===== src/spd_params.svh =====
/*
 * decoder constants: offsets, fields, resets, timing.
 * assumes inclusion by bare name.
 */
`ifndef SPD_PARAMS_SVH
`define SPD_PARAMS_SVH

// ---------------------------------------------------------------
// clock and timing
// ---------------------------------------------------------------
`define SPD_CLK_KHZ 50000
`define SPD_STEP_MAX_KHZ 200
`define SPD_MIN_GAP_CYC ((`SPD_CLK_KHZ + `SPD_STEP_MAX_KHZ - 1) / `SPD_STEP_MAX_KHZ)
`define SPD_IDLE_MS 500
`define SPD_IDLE_CYC (`SPD_IDLE_MS * `SPD_CLK_KHZ)
`define SPD_IDLE_PCT 60

// ---------------------------------------------------------------
// register byte offsets
// ---------------------------------------------------------------
`define SPD_REG_CTRL 8'h00
`define SPD_REG_MULT 8'h04
`define SPD_REG_RES 8'h08
`define SPD_REG_RUN_CUR 8'h0c
`define SPD_REG_INTERP 8'h10
`define SPD_REG_POS 8'h14
`define SPD_REG_STATUS 8'h18
`define SPD_REG_INT_EN 8'h1c
`define SPD_REG_INT_CLR 8'h20
`define SPD_REG_DRIVE 8'h24

// ---------------------------------------------------------------
// control fields and reset values
// ---------------------------------------------------------------
`define SPD_CTRL_FAULT_CLR 6
`define SPD_CTRL_POS_CLR 7
`define SPD_CTRL_RST 6'h20
`define SPD_MULT_RST 10'h001
`define SPD_MULT_MAX 10'h200
`define SPD_RES_MIN 17'h000c8
`define SPD_RES_MAX 17'h19000
`define SPD_RES_RST 17'h000c8
`define SPD_RUN_CUR_RST 8'h80
`define SPD_INTERP_RST 16'h0032

`endif


===== src/spd_pkg_order_note_unused.sv =====
/*
 * empty unit, holds no logic.
 * assumes nothing.
 */


===== src/spd_pkg.sv =====
/*
 * decoder types: state, control word, events.
 * assumes nothing.
 */
package spd_pkg;

    // ---------------------------------------------------------------
    // drive state
    // ---------------------------------------------------------------
    typedef enum logic [1:0] {
        SPD_DISABLED = 2'b00,
        SPD_RUN = 2'b01,
        SPD_STANDBY = 2'b10,
        SPD_FAULT = 2'b11
    } spd_state_t;

    // ---------------------------------------------------------------
    // control word, bit 5 down to bit 0
    // ---------------------------------------------------------------
    typedef struct packed {
        logic idle_auto;
        logic ena_invert;
        logic dir_invert;
        logic ccw_low;
        logic step_fall;
        logic double_mode;
    } spd_ctrl_t;

    // ---------------------------------------------------------------
    // events, bit 4 down to bit 0
    // ---------------------------------------------------------------
    typedef struct packed {
        logic rate_err;
        logic idle_enter;
        logic phase_err;
        logic over_current;
        logic over_voltage;
    } spd_evt_t;

endpackage : spd_pkg


===== src/spd_step_pulse_input_decoder.sv =====
/*
 * step pulse input decoder: pins to microsteps,
 * position, current and faults.
 * assumes async pins and fault lines,
 * and a one-cycle strobe master.
 */
// The implementer's own choices: the strobed register port and the register addresses.
// Behaviour
// single mode: one step per selected step edge
// double mode: step pin is clockwise pulse, level selectable
// single mode: static direction level picks rotation
// double mode: direction pin is counter-clockwise pulse, level selectable
// enable high runs; polarity invertible; open input enabled
// reset gives single mode, rising edge
// software selects single or double mode
// auto idle cuts current to 60% when steps stop
// resolution from full step to 102,400 per rev
// steps up to 200 kHz; host stays below
// input steps spread into timed microsteps
// any sensor fault forces protective state
// signed microstep position; no steps when off or faulted
`include "spd_params.svh"

module spd_step_pulse_input_decoder #(
    parameter int unsigned IDLE_CYC = `SPD_IDLE_CYC,
    parameter int unsigned MIN_GAP_CYC = `SPD_MIN_GAP_CYC
) (
    // clock and reset
    input wire logic clk,
    input wire logic rst,
    // command pins from the host
    input wire logic step_pulse_in,
    input wire logic dir_in,
    input wire logic drive_enable_in,
    // protection sensors
    input wire logic over_voltage_in,
    input wire logic over_current_in,
    input wire logic phase_error_in,
    // register port
    input wire logic [7:0] reg_addr,
    input wire logic [31:0] reg_wdata,
    input wire logic reg_wr,
    input wire logic reg_rd,
    output logic [31:0] reg_rdata,
    // motion outputs to the current controller
    output logic microstep_pulse,
    output logic microstep_dir,
    output logic [7:0] cmd_current,
    output logic drive_active,
    output logic fault_active,
    // interrupt
    output logic irq
);

    // ------------------------------
    // declarations
    // ------------------------------
    localparam int PINS = 6;
    logic [PINS-1:0] pin_raw;
    logic [PINS-1:0] meta_q;
    logic [PINS-1:0] sync_q;
    logic [PINS-1:0] prev_q;
    spd_pkg::spd_ctrl_t ctrl_q;
    spd_pkg::spd_state_t state_q;
    spd_pkg::spd_evt_t evt;
    logic [4:0] status_q;
    logic [4:0] int_en_q;
    logic [9:0] mult_q;
    logic [16:0] res_q;
    logic [7:0] run_cur_q;
    logic [15:0] interp_q;
    logic [15:0] tick_cnt_q;
    logic signed [23:0] pending_q;
    logic signed [31:0] pos_q;
    logic [31:0] idle_cnt_q;
    logic [31:0] gap_cnt_q;
    logic [7:0] idle_cur;
    logic [13:0] idle_prod;
    logic wr_ctrl;
    logic fault_clr;
    logic pos_clr;
    logic fault_now;
    logic enabled;
    logic moving;
    logic single_edge;
    logic cw_edge;
    logic ccw_edge;
    logic in_step;
    logic in_fwd;
    logic accept;
    logic tick;
    logic emit;
    logic idle_done;
    logic signed [23:0] add_val;
    logic signed [23:0] sub_val;

    // ------------------------------
    // pin synchronisers
    // ------------------------------
    assign pin_raw = {phase_error_in, over_current_in, over_voltage_in,
                      drive_enable_in, dir_in, step_pulse_in};

    // two sync flops and one edge flop per pin; the first stage feeds no logic
    genvar gi;
    generate
        for (gi = 0; gi < PINS; gi++)
        begin : g_sync
            always_ff @(posedge clk)
            begin
                if (rst)
                begin
                    meta_q[gi] <= 1'b0;
                    sync_q[gi] <= 1'b0;
                    prev_q[gi] <= 1'b0;
                end
                else
                begin
                    meta_q[gi] <= pin_raw[gi];
                    sync_q[gi] <= meta_q[gi];
                    prev_q[gi] <= sync_q[gi];
                end
            end
        end
    endgenerate

    // ------------------------------
    // command decoding
    // ------------------------------
    // single mode: step_fall picks the falling edge
    assign single_edge = ctrl_q.step_fall ? (prev_q[0] & ~sync_q[0])
                                          : (sync_q[0] & ~prev_q[0]);
    // double mode: step_fall doubles as clockwise active-low select
    assign cw_edge = (sync_q[0] ^ ctrl_q.step_fall) & ~(prev_q[0] ^ ctrl_q.step_fall);
    assign ccw_edge = (sync_q[1] ^ ctrl_q.ccw_low) & ~(prev_q[1] ^ ctrl_q.ccw_low);
    // coincident pulses cancel
    assign in_step = ctrl_q.double_mode ? (cw_edge ^ ccw_edge) : single_edge;
    assign in_fwd = ctrl_q.double_mode ? cw_edge : (sync_q[1] ^ ctrl_q.dir_invert);
    // an open input reads high, hence enabled while ena_invert is clear
    assign enabled = sync_q[2] ^ ctrl_q.ena_invert;
    assign fault_now = |sync_q[5:3];
    assign moving = (state_q == spd_pkg::SPD_RUN) || (state_q == spd_pkg::SPD_STANDBY);
    assign accept = in_step & moving;

    // ------------------------------
    // register write decode
    // ------------------------------
    assign wr_ctrl = reg_wr && (reg_addr == `SPD_REG_CTRL);
    assign fault_clr = wr_ctrl && reg_wdata[`SPD_CTRL_FAULT_CLR];
    assign pos_clr = wr_ctrl && reg_wdata[`SPD_CTRL_POS_CLR];

    // control word
    always_ff @(posedge clk)
    begin
        if (rst)
            ctrl_q <= `SPD_CTRL_RST;
        else if (wr_ctrl)
            ctrl_q <= reg_wdata[5:0];
    end

    // clamped so a bad write cannot stall motion
    always_ff @(posedge clk)
    begin
        if (rst)
        begin
            mult_q <= `SPD_MULT_RST;
            res_q <= `SPD_RES_RST;
        end
        else if (reg_wr)
        begin
            if (reg_addr == `SPD_REG_MULT)
            begin
                if (reg_wdata[31:0] > {22'h000000, `SPD_MULT_MAX})
                    mult_q <= `SPD_MULT_MAX;
                else if (reg_wdata[9:0] == 10'h000)
                    mult_q <= 10'h001;
                else
                    mult_q <= reg_wdata[9:0];
            end
            if (reg_addr == `SPD_REG_RES)
            begin
                if (reg_wdata[31:0] < {15'h0000, `SPD_RES_MIN})
                    res_q <= `SPD_RES_MIN;
                else if (reg_wdata[31:0] > {15'h0000, `SPD_RES_MAX})
                    res_q <= `SPD_RES_MAX;
                else
                    res_q <= reg_wdata[16:0];
            end
        end
    end

    // running current and microstep spacing
    always_ff @(posedge clk)
    begin
        if (rst)
        begin
            run_cur_q <= `SPD_RUN_CUR_RST;
            interp_q <= `SPD_INTERP_RST;
        end
        else if (reg_wr)
        begin
            if (reg_addr == `SPD_REG_RUN_CUR)
                run_cur_q <= reg_wdata[7:0];
            if (reg_addr == `SPD_REG_INTERP)
                interp_q <= (reg_wdata[15:0] == 16'h0000) ? 16'h0001 : reg_wdata[15:0];
        end
    end

    // ------------------------------
    // drive state machine
    // ------------------------------
    assign idle_done = idle_cnt_q >= IDLE_CYC;

    // faults win; leaving needs a clear with sensors quiet
    always_ff @(posedge clk)
    begin
        if (rst)
            state_q <= spd_pkg::SPD_DISABLED;
        else if (fault_now && state_q != spd_pkg::SPD_FAULT)
            state_q <= spd_pkg::SPD_FAULT;
        else
        begin
            case (state_q)
                spd_pkg::SPD_DISABLED:
                    if (enabled)
                        state_q <= spd_pkg::SPD_RUN;
                spd_pkg::SPD_RUN:
                    if (!enabled)
                        state_q <= spd_pkg::SPD_DISABLED;
                    else if (ctrl_q.idle_auto && idle_done)
                        state_q <= spd_pkg::SPD_STANDBY;
                spd_pkg::SPD_STANDBY:
                    if (!enabled)
                        state_q <= spd_pkg::SPD_DISABLED;
                    else if (accept || !ctrl_q.idle_auto)
                        state_q <= spd_pkg::SPD_RUN;
                spd_pkg::SPD_FAULT:
                    if (fault_clr && !fault_now)
                        state_q <= spd_pkg::SPD_DISABLED;
                default:
                    state_q <= spd_pkg::SPD_DISABLED;
            endcase
        end
    end

    // idle timer restarts on any step or owed microstep
    always_ff @(posedge clk)
    begin
        if (rst)
            idle_cnt_q <= 32'h00000000;
        else if (state_q != spd_pkg::SPD_RUN || accept || pending_q != 24'sh000000)
            idle_cnt_q <= 32'h00000000;
        else if (!idle_done)
            idle_cnt_q <= idle_cnt_q + 32'h00000001;
    end

    // ------------------------------
    // multi-stepping interpolator
    // ------------------------------
    // free-running tick; a burst may lag up to one spacing period,
    // traded for evenly timed microsteps
    always_ff @(posedge clk)
    begin
        if (rst)
            tick_cnt_q <= 16'h0000;
        else if (tick)
            tick_cnt_q <= 16'h0000;
        else
            tick_cnt_q <= tick_cnt_q + 16'h0001;
    end
    assign tick = (tick_cnt_q + 16'h0001) >= interp_q;
    assign emit = tick && moving && (pending_q != 24'sh000000);

    // owed microsteps; a reversed step is netted against them, not cleared
    assign add_val = accept ? (in_fwd ? $signed({14'h0000, mult_q})
                                      : -$signed({14'h0000, mult_q})) : 24'sh000000;
    assign sub_val = emit ? (pending_q[23] ? -24'sh000001 : 24'sh000001) : 24'sh000000;

    always_ff @(posedge clk)
    begin
        if (rst)
            pending_q <= 24'sh000000;
        else if (!moving)
            pending_q <= 24'sh000000;
        else
            pending_q <= pending_q + add_val - sub_val;
    end

    // microstep pulse, direction beside it
    always_ff @(posedge clk)
    begin
        if (rst)
        begin
            microstep_pulse <= 1'b0;
            microstep_dir <= 1'b0;
        end
        else
        begin
            microstep_pulse <= emit;
            if (emit)
                microstep_dir <= ~pending_q[23];
        end
    end

    // signed position of issued microsteps
    always_ff @(posedge clk)
    begin
        if (rst)
            pos_q <= 32'sh00000000;
        else if (pos_clr)
            pos_q <= 32'sh00000000;
        else if (emit)
            pos_q <= pos_q + {{8{sub_val[23]}}, sub_val};
    end

    // ------------------------------
    // input rate watch
    // ------------------------------
    // saturating gap counter
    always_ff @(posedge clk)
    begin
        if (rst)
            gap_cnt_q <= MIN_GAP_CYC;
        else if (accept)
            gap_cnt_q <= 32'h00000001;
        else if (gap_cnt_q < MIN_GAP_CYC)
            gap_cnt_q <= gap_cnt_q + 32'h00000001;
    end

    // ------------------------------
    // commanded current
    // ------------------------------
    assign idle_prod = run_cur_q * 6'(`SPD_IDLE_PCT);
    assign idle_cur = 8'(idle_prod / 14'(100));

    // zero current outside run and standby so a faulted bridge stays off
    always_ff @(posedge clk)
    begin
        if (rst)
            cmd_current <= 8'h00;
        else if (state_q == spd_pkg::SPD_RUN)
            cmd_current <= run_cur_q;
        else if (state_q == spd_pkg::SPD_STANDBY)
            cmd_current <= idle_cur;
        else
            cmd_current <= 8'h00;
    end

    // drive state flags
    always_ff @(posedge clk)
    begin
        if (rst)
        begin
            drive_active <= 1'b0;
            fault_active <= 1'b0;
        end
        else
        begin
            drive_active <= moving;
            fault_active <= (state_q == spd_pkg::SPD_FAULT);
        end
    end

    // ------------------------------
    // events and interrupt
    // ------------------------------
    assign evt.over_voltage = sync_q[3] & ~prev_q[3];
    assign evt.over_current = sync_q[4] & ~prev_q[4];
    assign evt.phase_err = sync_q[5] & ~prev_q[5];
    assign evt.idle_enter = (state_q == spd_pkg::SPD_RUN) && ctrl_q.idle_auto &&
                            idle_done && enabled && !fault_now;
    assign evt.rate_err = accept && (gap_cnt_q < MIN_GAP_CYC);

    // sticky status; a new event beats a clear in the same cycle
    always_ff @(posedge clk)
    begin
        if (rst)
            status_q <= 5'h00;
        else if (reg_wr && reg_addr == `SPD_REG_INT_CLR)
            status_q <= (status_q & ~reg_wdata[4:0]) | evt;
        else
            status_q <= status_q | evt;
    end

    // interrupt enable
    always_ff @(posedge clk)
    begin
        if (rst)
            int_en_q <= 5'h00;
        else if (reg_wr && reg_addr == `SPD_REG_INT_EN)
            int_en_q <= reg_wdata[4:0];
    end

    // level interrupt
    always_ff @(posedge clk)
    begin
        if (rst)
            irq <= 1'b0;
        else
            irq <= |(status_q & int_en_q);
    end

    // ------------------------------
    // register read
    // ------------------------------
    // data stands only in the cycle after the strobe; unmapped reads zero
    always_ff @(posedge clk)
    begin
        if (rst || !reg_rd)
            reg_rdata <= 32'h00000000;
        else
        begin
            case (reg_addr)
                `SPD_REG_CTRL: reg_rdata <= {26'h0000000, ctrl_q};
                `SPD_REG_MULT: reg_rdata <= {22'h000000, mult_q};
                `SPD_REG_RES: reg_rdata <= {15'h0000, res_q};
                `SPD_REG_RUN_CUR: reg_rdata <= {24'h000000, run_cur_q};
                `SPD_REG_INTERP: reg_rdata <= {16'h0000, interp_q};
                `SPD_REG_POS: reg_rdata <= pos_q;
                `SPD_REG_STATUS: reg_rdata <= {27'h0000000, status_q};
                `SPD_REG_INT_EN: reg_rdata <= {27'h0000000, int_en_q};
                `SPD_REG_DRIVE: reg_rdata <= {21'h000000, cmd_current, enabled,
                                              state_q};
                default: reg_rdata <= 32'h00000000;
            endcase
        end
    end

endmodule : spd_step_pulse_input_decoder


===== config.mk =====
export PLATFORM = sky130hd
export DESIGN_NAME = spd_step_pulse_input_decoder
export DESIGN_NICKNAME = d
export VERILOG_FILES = /design/src/spd_pkg_order_note_unused.sv /design/src/spd_pkg.sv /design/src/spd_step_pulse_input_decoder.sv
export VERILOG_INCLUDE_DIRS = /design/src
export SDC_FILE = /design/constraint.sdc
export NUM_CORES = 1
export LEC_CHECK = 0
export BUFFER_PORTS_ARGS = -buffer_cell sky130_fd_sc_hd__buf_2
export CAP_MARGIN = 15
export CORE_MARGIN = 10
export CORE_UTILIZATION = 28
export CTS_CLUSTER_SIZE = 20
export DETAILED_ROUTE_END_ITERATION = 16
export GPL_ROUTABILITY_DRIVEN = 1
export PLACE_DENSITY = 0.45
export SLEW_MARGIN = 25
export SYNTH_ARGS = -nofsm -noshare
export SYNTH_HDL_FRONTEND = slang
export SYNTH_SLANG_ARGS = --single-unit

===== constraint.sdc =====
create_clock -name clk -period 14.9 [get_ports clk]
set_input_delay 2.235 -clock clk [delete_from_list [all_inputs] [get_ports clk]]
set_output_delay 2.235 -clock clk [all_outputs]
set_load 0.05 [all_outputs]

## Word-level counts from Yosys, hierarchy flattened

Index checks and enable logic that the tools add are counted.

| operators by class | value |
|---|---|
| add/subtract/negate cells | 7 |
| $mul | 1 |
| divide/modulo/power cells | 1 |
| magnitude comparators | 6 |
| equality and inequality tests | 18 |
| mux-type cells | 26 |
| bitwise gates (word level) | 29 |
| reduce and logical (&&, ||, !) cells | 41 |

Operators by type and width:

| kind | count |
|---|---|
| 32-bit case mux with 9 select lines | 1 |
| 24-bit two-way mux | 4 |
| 32-bit by 1-bit adder with 32-bit output, second input constant | 2 |
| 32-bit by 8-bit < comparator with 1-bit output, second input constant | 2 |
| 17-bit two-way mux | 2 |
| 32-bit adder | 1 |
| 8-bit by 5-bit equality test with 1-bit output, second input constant | 4 |
| 32-bit by 25-bit greater-or-equal comparator with 1-bit output, second input constant | 1 |
| 32-bit by 10-bit > comparator with 1-bit output, second input constant | 1 |
| 32-bit by 17-bit > comparator with 1-bit output, second input constant | 1 |
| 8-bit two-way mux | 4 |
| 24-bit adder | 1 |
| 10-bit negator with 24-bit output | 1 |
| 24-bit nonzero test | 1 |
| 24-bit subtractor | 1 |
| 10-bit two-way mux | 2 |
| 16-bit by 1-bit adder with 16-bit output, second input constant | 1 |
| 8-bit by 4-bit equality test with 1-bit output, second input constant | 2 |
| 8-bit by 6-bit equality test with 1-bit output, second input constant | 2 |
| 16-bit greater-or-equal comparator | 1 |
| 16-bit zero test | 1 |
| 16-bit two-way mux | 1 |
| 1-bit logical AND | 15 |
| 14-bit by 7-bit divider with 14-bit output, second input constant | 1 |
| other kinds (29) | 76 |

| storage, ports and cells | value |
|---|---|
| register bits | 267 |
| input bits | 50 |
| output and inout bits | 45 |
| logic and storage cells | 172 |

## Logic depth before layout (Yosys ltp)

Gate-level depths: netlist of the first run.

| depth | value |
|---|---|
| depth after elaboration | 11 |
| mapped depth | 40 |
| mapped depth without buffers | 39 |

## Worst setup path after synthesis of the first run

OpenSTA, ideal clock, no wires.

| path | value |
|---|---|
| path kind | register to register |
| from | reg tick_cnt_q[0] |
| to | reg pending_q[22] |
| library setup time | 0.072 ns |
| arrival | 8.255 ns |
| setup slack | 6.573 ns |
| cell stages (with the launch flop) | 40 |
| buffers on the path | 1 |
| clock period less this slack | 8.327 ns |
| path through | dfxtp_1 -> ha_1 -> ha_1 -> a21o_1 -> a21o_1 -> a21o_1 -> a21o_1 -> a21o_1 -> a21o_1 -> a21o_1 -> a21o_1 -> a21o_1 -> a21o_1 -> a21o_1 -> a21o_1 -> a21oi_1 -> o21ai_0 -> clkbuf_1 -> [4 not listed] -> nor2b_1 -> o21ai_0 -> a21boi_0 -> o21ai_0 -> a21boi_0 -> o21ai_0 -> a21oi_1 -> o21ai_0 -> a21oi_1 -> o21ai_0 -> a21oi_1 -> o21ai_0 -> a21oi_1 -> o21ai_0 -> a21oi_1 -> a31oi_1 -> o21ai_0 -> mux2i_1 |

| on the way | value |
|---|---|
| longest elaborated chain between the ends | 6 |

RTL lines:

| element | line | source |
|---|---|---|
| start: declaration | spd_step_pulse_input_decoder.sv:72 | `logic [15:0] tick_cnt_q;` |
| start signal: assignment | spd_step_pulse_input_decoder.sv:268 | `tick_cnt_q <= tick_cnt_q + 16'h0001;` |
| 16-bit by 1-bit adder with 16-bit output | spd_step_pulse_input_decoder.sv:270 | `assign tick = (tick_cnt_q + 16'h0001) >= interp_q;` |
| 16-bit greater-or-equal comparator | spd_step_pulse_input_decoder.sv:270 |  |
| 1-bit logical AND (2 in a row) | spd_step_pulse_input_decoder.sv:271 | `assign emit = tick && moving && (pending_q != 24'sh000000);` |
| 24-bit two-way mux | spd_step_pulse_input_decoder.sv:276 | `assign sub_val = emit ? (pending_q[23] ? -24'sh000001 : 24'sh000001) : 24'sh000000;` |
| 24-bit subtractor | spd_step_pulse_input_decoder.sv:285 | `pending_q <= pending_q + add_val - sub_val;` |
| end signal: assignment | spd_step_pulse_input_decoder.sv:285 |  |
| end: declaration | spd_step_pulse_input_decoder.sv:73 | `logic signed [23:0] pending_q;` |

No other way between the ends.
A chain may end at the register's enable or synchronous reset.

## Worst setup path in the final report of the first run

Ends and elaborated chain as after synthesis.

==> run_results.csv, run 1 <==
group,metric,value,unit
route,vias,13600,
clock_tree,cts_tree,"yes",
floorplanning,die_x,260,um
layout,synthToLayoutAreaGrowth,13.6,%
grt,grt_pass1_vias,13200,
clock_tree,cts_hold_buf,0,
synth,syn_inst,1918,
synth,synth.most_common_cell,"dfxtp_1",
synth,yosysTopAreaCellShare,0.333,
setup_path,crit_buf_inv,3,
layout,layout-drive-gt1-share,0.0925,
placement,dp_hpwl,34.9,mm
synth,synth_area_leaders,"dfxtp_1, ha_1, nor2_1, fa_1, inv_1",
clock_tree,clock-sinks,267,
synth,syn_avg_cell_area,8.38,um^2
grt,grt_max_degree,64,
clock_tree,clk_pin_slew_worst_paths,0.06,ns
pwr,power_leakage,7.50,nW
layout,final_cells,2759,
placement,preCtsSetupSlack,6.12,ns
synth,yosys-top-cells-count,"dfxtp_1, nor2_1, inv_1",
route,wl,45.9,mm
placement,place_area,17300,um^2
grt,grtUsageTotal,0.133,
synth,synth.net_count,2104,
pwr,vdd_drop_max,0.0815,mV
placement,numPortBuffers,94,
synth,syn-cell-area,16100,um^2
sta,fin_ws,5.97,ns
floorplanning,coreArea,56600,um^2
run_status,status,"finished clean",
setup_path,cp_data_arrival_time,9.41,ns
placement,dp_cells,2705,
layout,final_nets,2167,
sta,setup_violations,0,
sta,fin_setup_tns,0,ns
sta,slew_violations,0,
clock_tree,numCtsBuffers,30,
sta,hold_violations,0,
grt,grt_pass1_wl,73.5,mm
setup_path,path_delay_family,"compound AO/OA/AOI/OAI gates",
grt,grt.overflow.total,0,
pwr,p_per_area,112,nW/um^2
route,post_drt_wl_per_cell,16.6,um
sta,slew_headroom,0.306,
floorplanning,die_height,260,um
sta,tightest_slew,1.03,ns
synth,synth_warnings,0,
clock_tree,ctsLongestPathBuffers,3,
clock_tree,post_cts_resized,0,
synth,synth_cell_types,96,
sta,grt_setup_unrepaired,"false",
clock_tree,clockRootBuffer,"clkbuf_16",
setup_path,crit_path_end_kind,"flip-flop",
route,drcViolationCount,0,
setup_path,required,15.39,ns
placement,gp_congestion,0.838,
synth,synth_flop_cell,"dfxtp_1",
route,via_per_inst,4.94,
setup_path,cpPeakStageDelay,0.61,ns
synth,yosysTopAreaCell,"dfxtp_1",
synth,async_reset_ff_frac,0,
worst_hold_path,hold_path_class,"flip-flop to flip-flop",
setup_path,critical_path_class,"flip-flop to flip-flop",
setup_path,path_max_fanout,53,
sta,fmax,0.112,GHz
route,ant_nets,0,
route,dr.pass1.iters,5,
floorplanning,dieArea,67400,um^2
sta,holdWs,0.435,ns
sta,timing.final.crit_share,0.599,
floorplanning,num_rows,87,
setup_path,crit_top_cell,"a21o_1",
floorplanning,pin_count,95,
setup_path,critical_path.slowest_cell,"fa_1",
route,first_iter_violations,839,
layout,design_area,18300,um^2
floorplanning,start_util,0.284,
grt,antenna_found_initial,12,
clock_tree,htree_levels,1,
clock_tree,clk_latency,0.57,ns
sta,skew,0.0140,ns
synth,synth_edf_count,0,
synth,synth_seq_area_share,0.333,
synth,synth_seq_cells,267,
run,drv_cap,0,
clock_tree,postCtsSetupBuffers,0,
sta,fin_crit,8.93,ns
setup_path,startpoint_type,"flip-flop",
[tightest hold or removal path, cell delays in order (launching register included)]
cell and delay (ns):
dfxtp_1 0.30, inv_1 0.06, nor2_1 0.04
[area by class of cell]
| type | count | area (um^2) |
|---|---|---|
| multi-input combinational | 1412 | 9840 |
| tap | 756 | 946 |
| antenna | 2 | 5.00 |
| fill | 6057 | 38300 |
| clock buffer | 52 | 945 |
| sequential | 267 | 5350 |
| timing repair buffer | 105 | 556 |
| inverter | 165 | 619 |
[power breakdown]
group | switching [mW] | leakage, nW | internal, mW | total (mW)
registers | 0.0265 | 2.16 | 0.747 | 0.774
logic | 0.325 | 4.88 | 0.237 | 0.563
clock network | 0.289 | 0.461 | 0.423 | 0.711
[per-layer routing]
metal  up-vias  share of wire  GRT usage
met1      6457           0.47      0.178
met5         -         0.0025          0
met4        18          0.016     0.0279
li1       6861              -          -
met3        62          0.054     0.0266
met2       230           0.46      0.216
[layout by cell type (no fill, tap or decap), drive strengths merged, types with 34 or more instances in the layout]
cell type / instances
nand2: 150
mux2i: 43
buf: 105
inv: 165
nor2b: 34
nor2: 221
a22oi: 40
nand3: 54
ha: 99
clkbuf: 52
and2: 51
o21ai: 64
dfxtp: 267
xor2: 40
a21oi: 107
fa: 37
and3: 36
xnor2: 63
nor3: 52
[logic make-up after synthesis]
| kind of cell | share of synthesized area |
|---|---|
| simple gates | 0.209 |
| compound gates | 0.189 |
| fa+ha+maj | 0.124 |
| flops | 0.333 |
| buf+inv | 0.0571 |
| xor+xnor | 0.0580 |
| mux | 0.0301 |
[worst paths after layout]
path,start,endpoint,slack [ns],cells after the start
max,tick_cnt_q[0],pending_q[22],5.97,40
min,idle_cnt_q[31],idle_cnt_q[31],0.43,2
max reg2reg,tick_cnt_q[0],pending_q[22],5.97,40
min reg2reg,idle_cnt_q[31],idle_cnt_q[31],0.43,2
[registers in the layout (all words and copies together) (netlist names)]
register	flops
ctrl_q	6
fault_active	1
drive_active	1
interp_q	16
int_en_q	5
mult_q	10
tick_cnt_q	16
gap_cnt_q	32
reg_rdata	32
prev_q	5
run_cur_q	8
irq	1
sync_q	6
pos_q	32
state_q	2
microstep_dir	1
pending_q	24
microstep_pulse	1
res_q	17
meta_q	6
cmd_current	8
status_q	5
idle_cnt_q	32
[stage by stage]
step                total power [mW]  utilization
finish                          2.05        0.323
global route                    2.19        0.322
CTS                             2.08        0.322
detailed placement              1.35        0.306
global placement                1.35        0.306
floorplan                       1.22            -
(Power assumes the default switching activity.)
==> inputs of run 2 (changes only) <==
Settings changed: ABC_AREA set to 1.
Clock period 14.9 ns to 8.7 ns, I/O delays scaled along.
==> run 2 against run 1 <==
- synthesized area decreased by 3.3%
- critical path depth increased by 7
- largest cell class unchanged
- critical endpoint is now pos_q[30]
- fmax increased by 18%
==> run_results.csv, run 2 <==
group,metric,value,unit
setup_path,crit_path_end_kind,"flip-flop",
clock_tree,cts_tree,"yes",
clock_tree,clk_latency,0.55,ns
route,dr.pass1.iters,5,
layout,synthToLayoutAreaGrowth,16.4,%
placement,numPortBuffers,94,
floorplanning,coreArea,55000,um^2
route,wl,44.9,mm
sta,hold_violations,0,
synth,synth_seq_area_share,0.344,
setup_path,path_delay_family,"compound AO/OA/AOI/OAI gates",
synth,synth_xor_area_frac,0.0281,
grt,grt_pass1_vias,13500,
sta,tightest_slew,0.999,ns
synth,syn-cell-area,15500,um^2
layout,layout-drive-gt1-share,0.0996,
floorplanning,dieArea,65300,um^2
synth,synth_fa_ha_area_frac,0.127,
floorplanning,pin_count,95,
route,ant_nets,0,
grt,antenna_found_initial,5,
grt,grt_max_degree,41,
synth,synthMuxAreaShare,0,
clock_tree,clock-sinks,267,
layout,layout_common_cells,"inv_1, nand2_1, dfxtp_1",
grt,grt.overflow.total,0,
placement,place_area,16900,um^2
floorplanning,die_height,256,um
setup_path,cpPeakStageDelay,0.39,ns
synth,synth_warnings,0,
layout,design_area,18100,um^2
clock_tree,htree_levels,2,
pwr,p_per_area,220,nW/um^2
placement,dp_cells,2959,
clock_tree,postCtsSetupBuffers,0,
route,vias,13800,
run_status,status,"finished clean",
setup_path,crit_buf_inv,9,
layout,final.fill_count,5881,
sta,setup_violations,0,
clock_tree,numCtsBuffers,34,
layout,final_nets,2433,
sta,fmax,0.132,GHz
floorplanning,die_x,256,um
synth,synth_edf_count,0,
pwr,finalPower,3.98,mW
setup_path,startpoint,"tick_cnt_q[0]",
synth,synth.net_count,2330,
synth,yosys.area_share.simple,0.220,
route,via_per_inst,4.56,
floorplanning,num_rows,86,
synth,yosysTopAreaCell,"dfxtp_1",
worst_hold_path,hold_path_class,"flip-flop to flip-flop",
clock_tree,ctsLongestPathBuffers,3,
setup_path,rr_startpoint,"tick_cnt_q[0]",
synth,yosysTopAreaCellShare,0.344,
worst_hold_path,min_from,"meta_q[4]",
layout,final_cells,3017,
sta,timing.final.crit_share,0.870,
setup_path,cp_data_arrival_time,8.00,ns
layout,layout_commonest_cell,"inv_1",
route,post_drt_wl_per_cell,14.9,um
placement,gp_congestion,0.864,
sta,skew,0.0244,ns
placement,dp_hpwl,34.8,mm
synth,synth_cell_types,53,
synth,synth_flop_cell,"dfxtp_1",
pwr,vdd_drop_max,0.117,mV
setup_path,required,9.13,ns
setup_path,reg2reg_to,"pos_q[30]",
run,drv_cap,0,
grt,grtUsageTotal,0.135,
sta,fin_crit,7.57,ns
setup_path,critical_path_class,"flip-flop to flip-flop",
synth,syn_inst,2144,
layout,antenna_cells,0,
floorplanning,start_util,0.283,
synth,synth_seq_cells,267,
sta,slew_headroom,0.325,
setup_path,startpoint_type,"flip-flop",
layout,final_util,0.329,
layout,ff_latch_area,5350,um^2
worst_hold_path,whs_endpoint,"sync_q[4]",
worst_hold_path,whs_path_depth,2,
clock_tree,clockRootBuffer,"clkbuf_16",
route,first_iter_violations,737,
pwr,power_leakage,7.99,nW
clock_tree,clk_pin_slew_worst_paths,0.06,ns
setup_path,path_max_fanout,34,
synth,synth_compound_area_frac,0.163,
synth,synth_area_leaders,"dfxtp_1, inv_1, ha_1, nand2_1, a21oi_1",
setup_path,ff2ff_path_depth,47,
setup_path,critical_path.slowest_cell,"fa_1",
sta,fin_setup_tns,0,ns
synth,yosys-top-cells-count,"inv_1, nand2_1, dfxtp_1",
grt,grt_pass1_wl,72.2,mm
synth,async_reset_ff_frac,0,
layout,multi_input_area,8410,um^2
sta,grt_setup_unrepaired,"false",
setup_path,reg2reg_slack,1.13,ns
synth,syn_avg_cell_area,7.25,um^2
synth,synth_top_family_by_area,"simple AND/OR/NAND/NOR gates",
clock_tree,post_cts_resized,0,
sta,slew_violations,0,
clock_tree,cts_hold_buf,0,
route,drcViolationCount,0,
synth,synth.most_common_cell,"inv_1",
-- run 2: cells by family (layout without fill, tap and decap cells) --
kind of cell | after synthesis | count (layout)
buf+inv | 478 | 603
simple gates | 759 | 759
compound gates | 455 | 455
fa+ha+maj | 136 | 136
flops | 267 | 267
xor+xnor | 49 | 49
-- run 2: worst max-delay path by stage --
stage,endpoint,slack (ns),depth (start not counted)
after detailed placement,pending_q[23],0.80,49
after global routing,pos_q[30],0.04,47
after global placement,pending_q[23],1.01,48
after floorplan,pending_q[22],0.45,48
after CTS,pending_q[23],0.79,49
final,pos_q[30],1.13,47
-- run 2: area by class of cell --
class | instances | area share
Clock buffer | 48 | 0.0545
Multi-Input combinational cell | 1399 | 0.465
Sequential cell | 267 | 0.296
Clock inverter | 10 | 0.00997
Tap cell | 748 | 0.0518
Timing Repair Buffer | 110 | 0.0329
Inverter | 435 | 0.0903
-- run 2: metal layers --
metal,share of wire,vias up,global-route usage
li1,-,7146,-
met1,0.49,6299,0.178
met2,0.45,267,0.220
met3,0.046,52,0.0272
met4,0.020,4,0.0388
met5,0.00047,-,0
-- run 2: tightest hold or removal path: stages (launching register included) --
cell and delay, ns:
dfxtp_1 0.29, inv_1 0.04, nor2_1 0.03
-- run 2: metrics by stage --
| step | hold slack, ns | setup WS [ns] |
|---|---|---|
| final | 0.407 | 1.13 |
| after global routing | 0.431 | 0.0392 |
| after CTS | 0.413 | 0.787 |
| after detailed placement | 0.405 | 0.800 |
| after global placement | 0.402 | 1.01 |
| after floorplan | 0.388 | 0.446 |
-- run 2: power by group --
| group | total, mW | internal [mW] | switching (mW) | leakage (nW) |
|---|---|---|---|---|
| sequential | 1.32 | 1.29 | 0.0348 | 2.16 |
| clock | 1.48 | 0.911 | 0.566 | 0.570 |
| combinational | 1.18 | 0.417 | 0.765 | 5.26 |
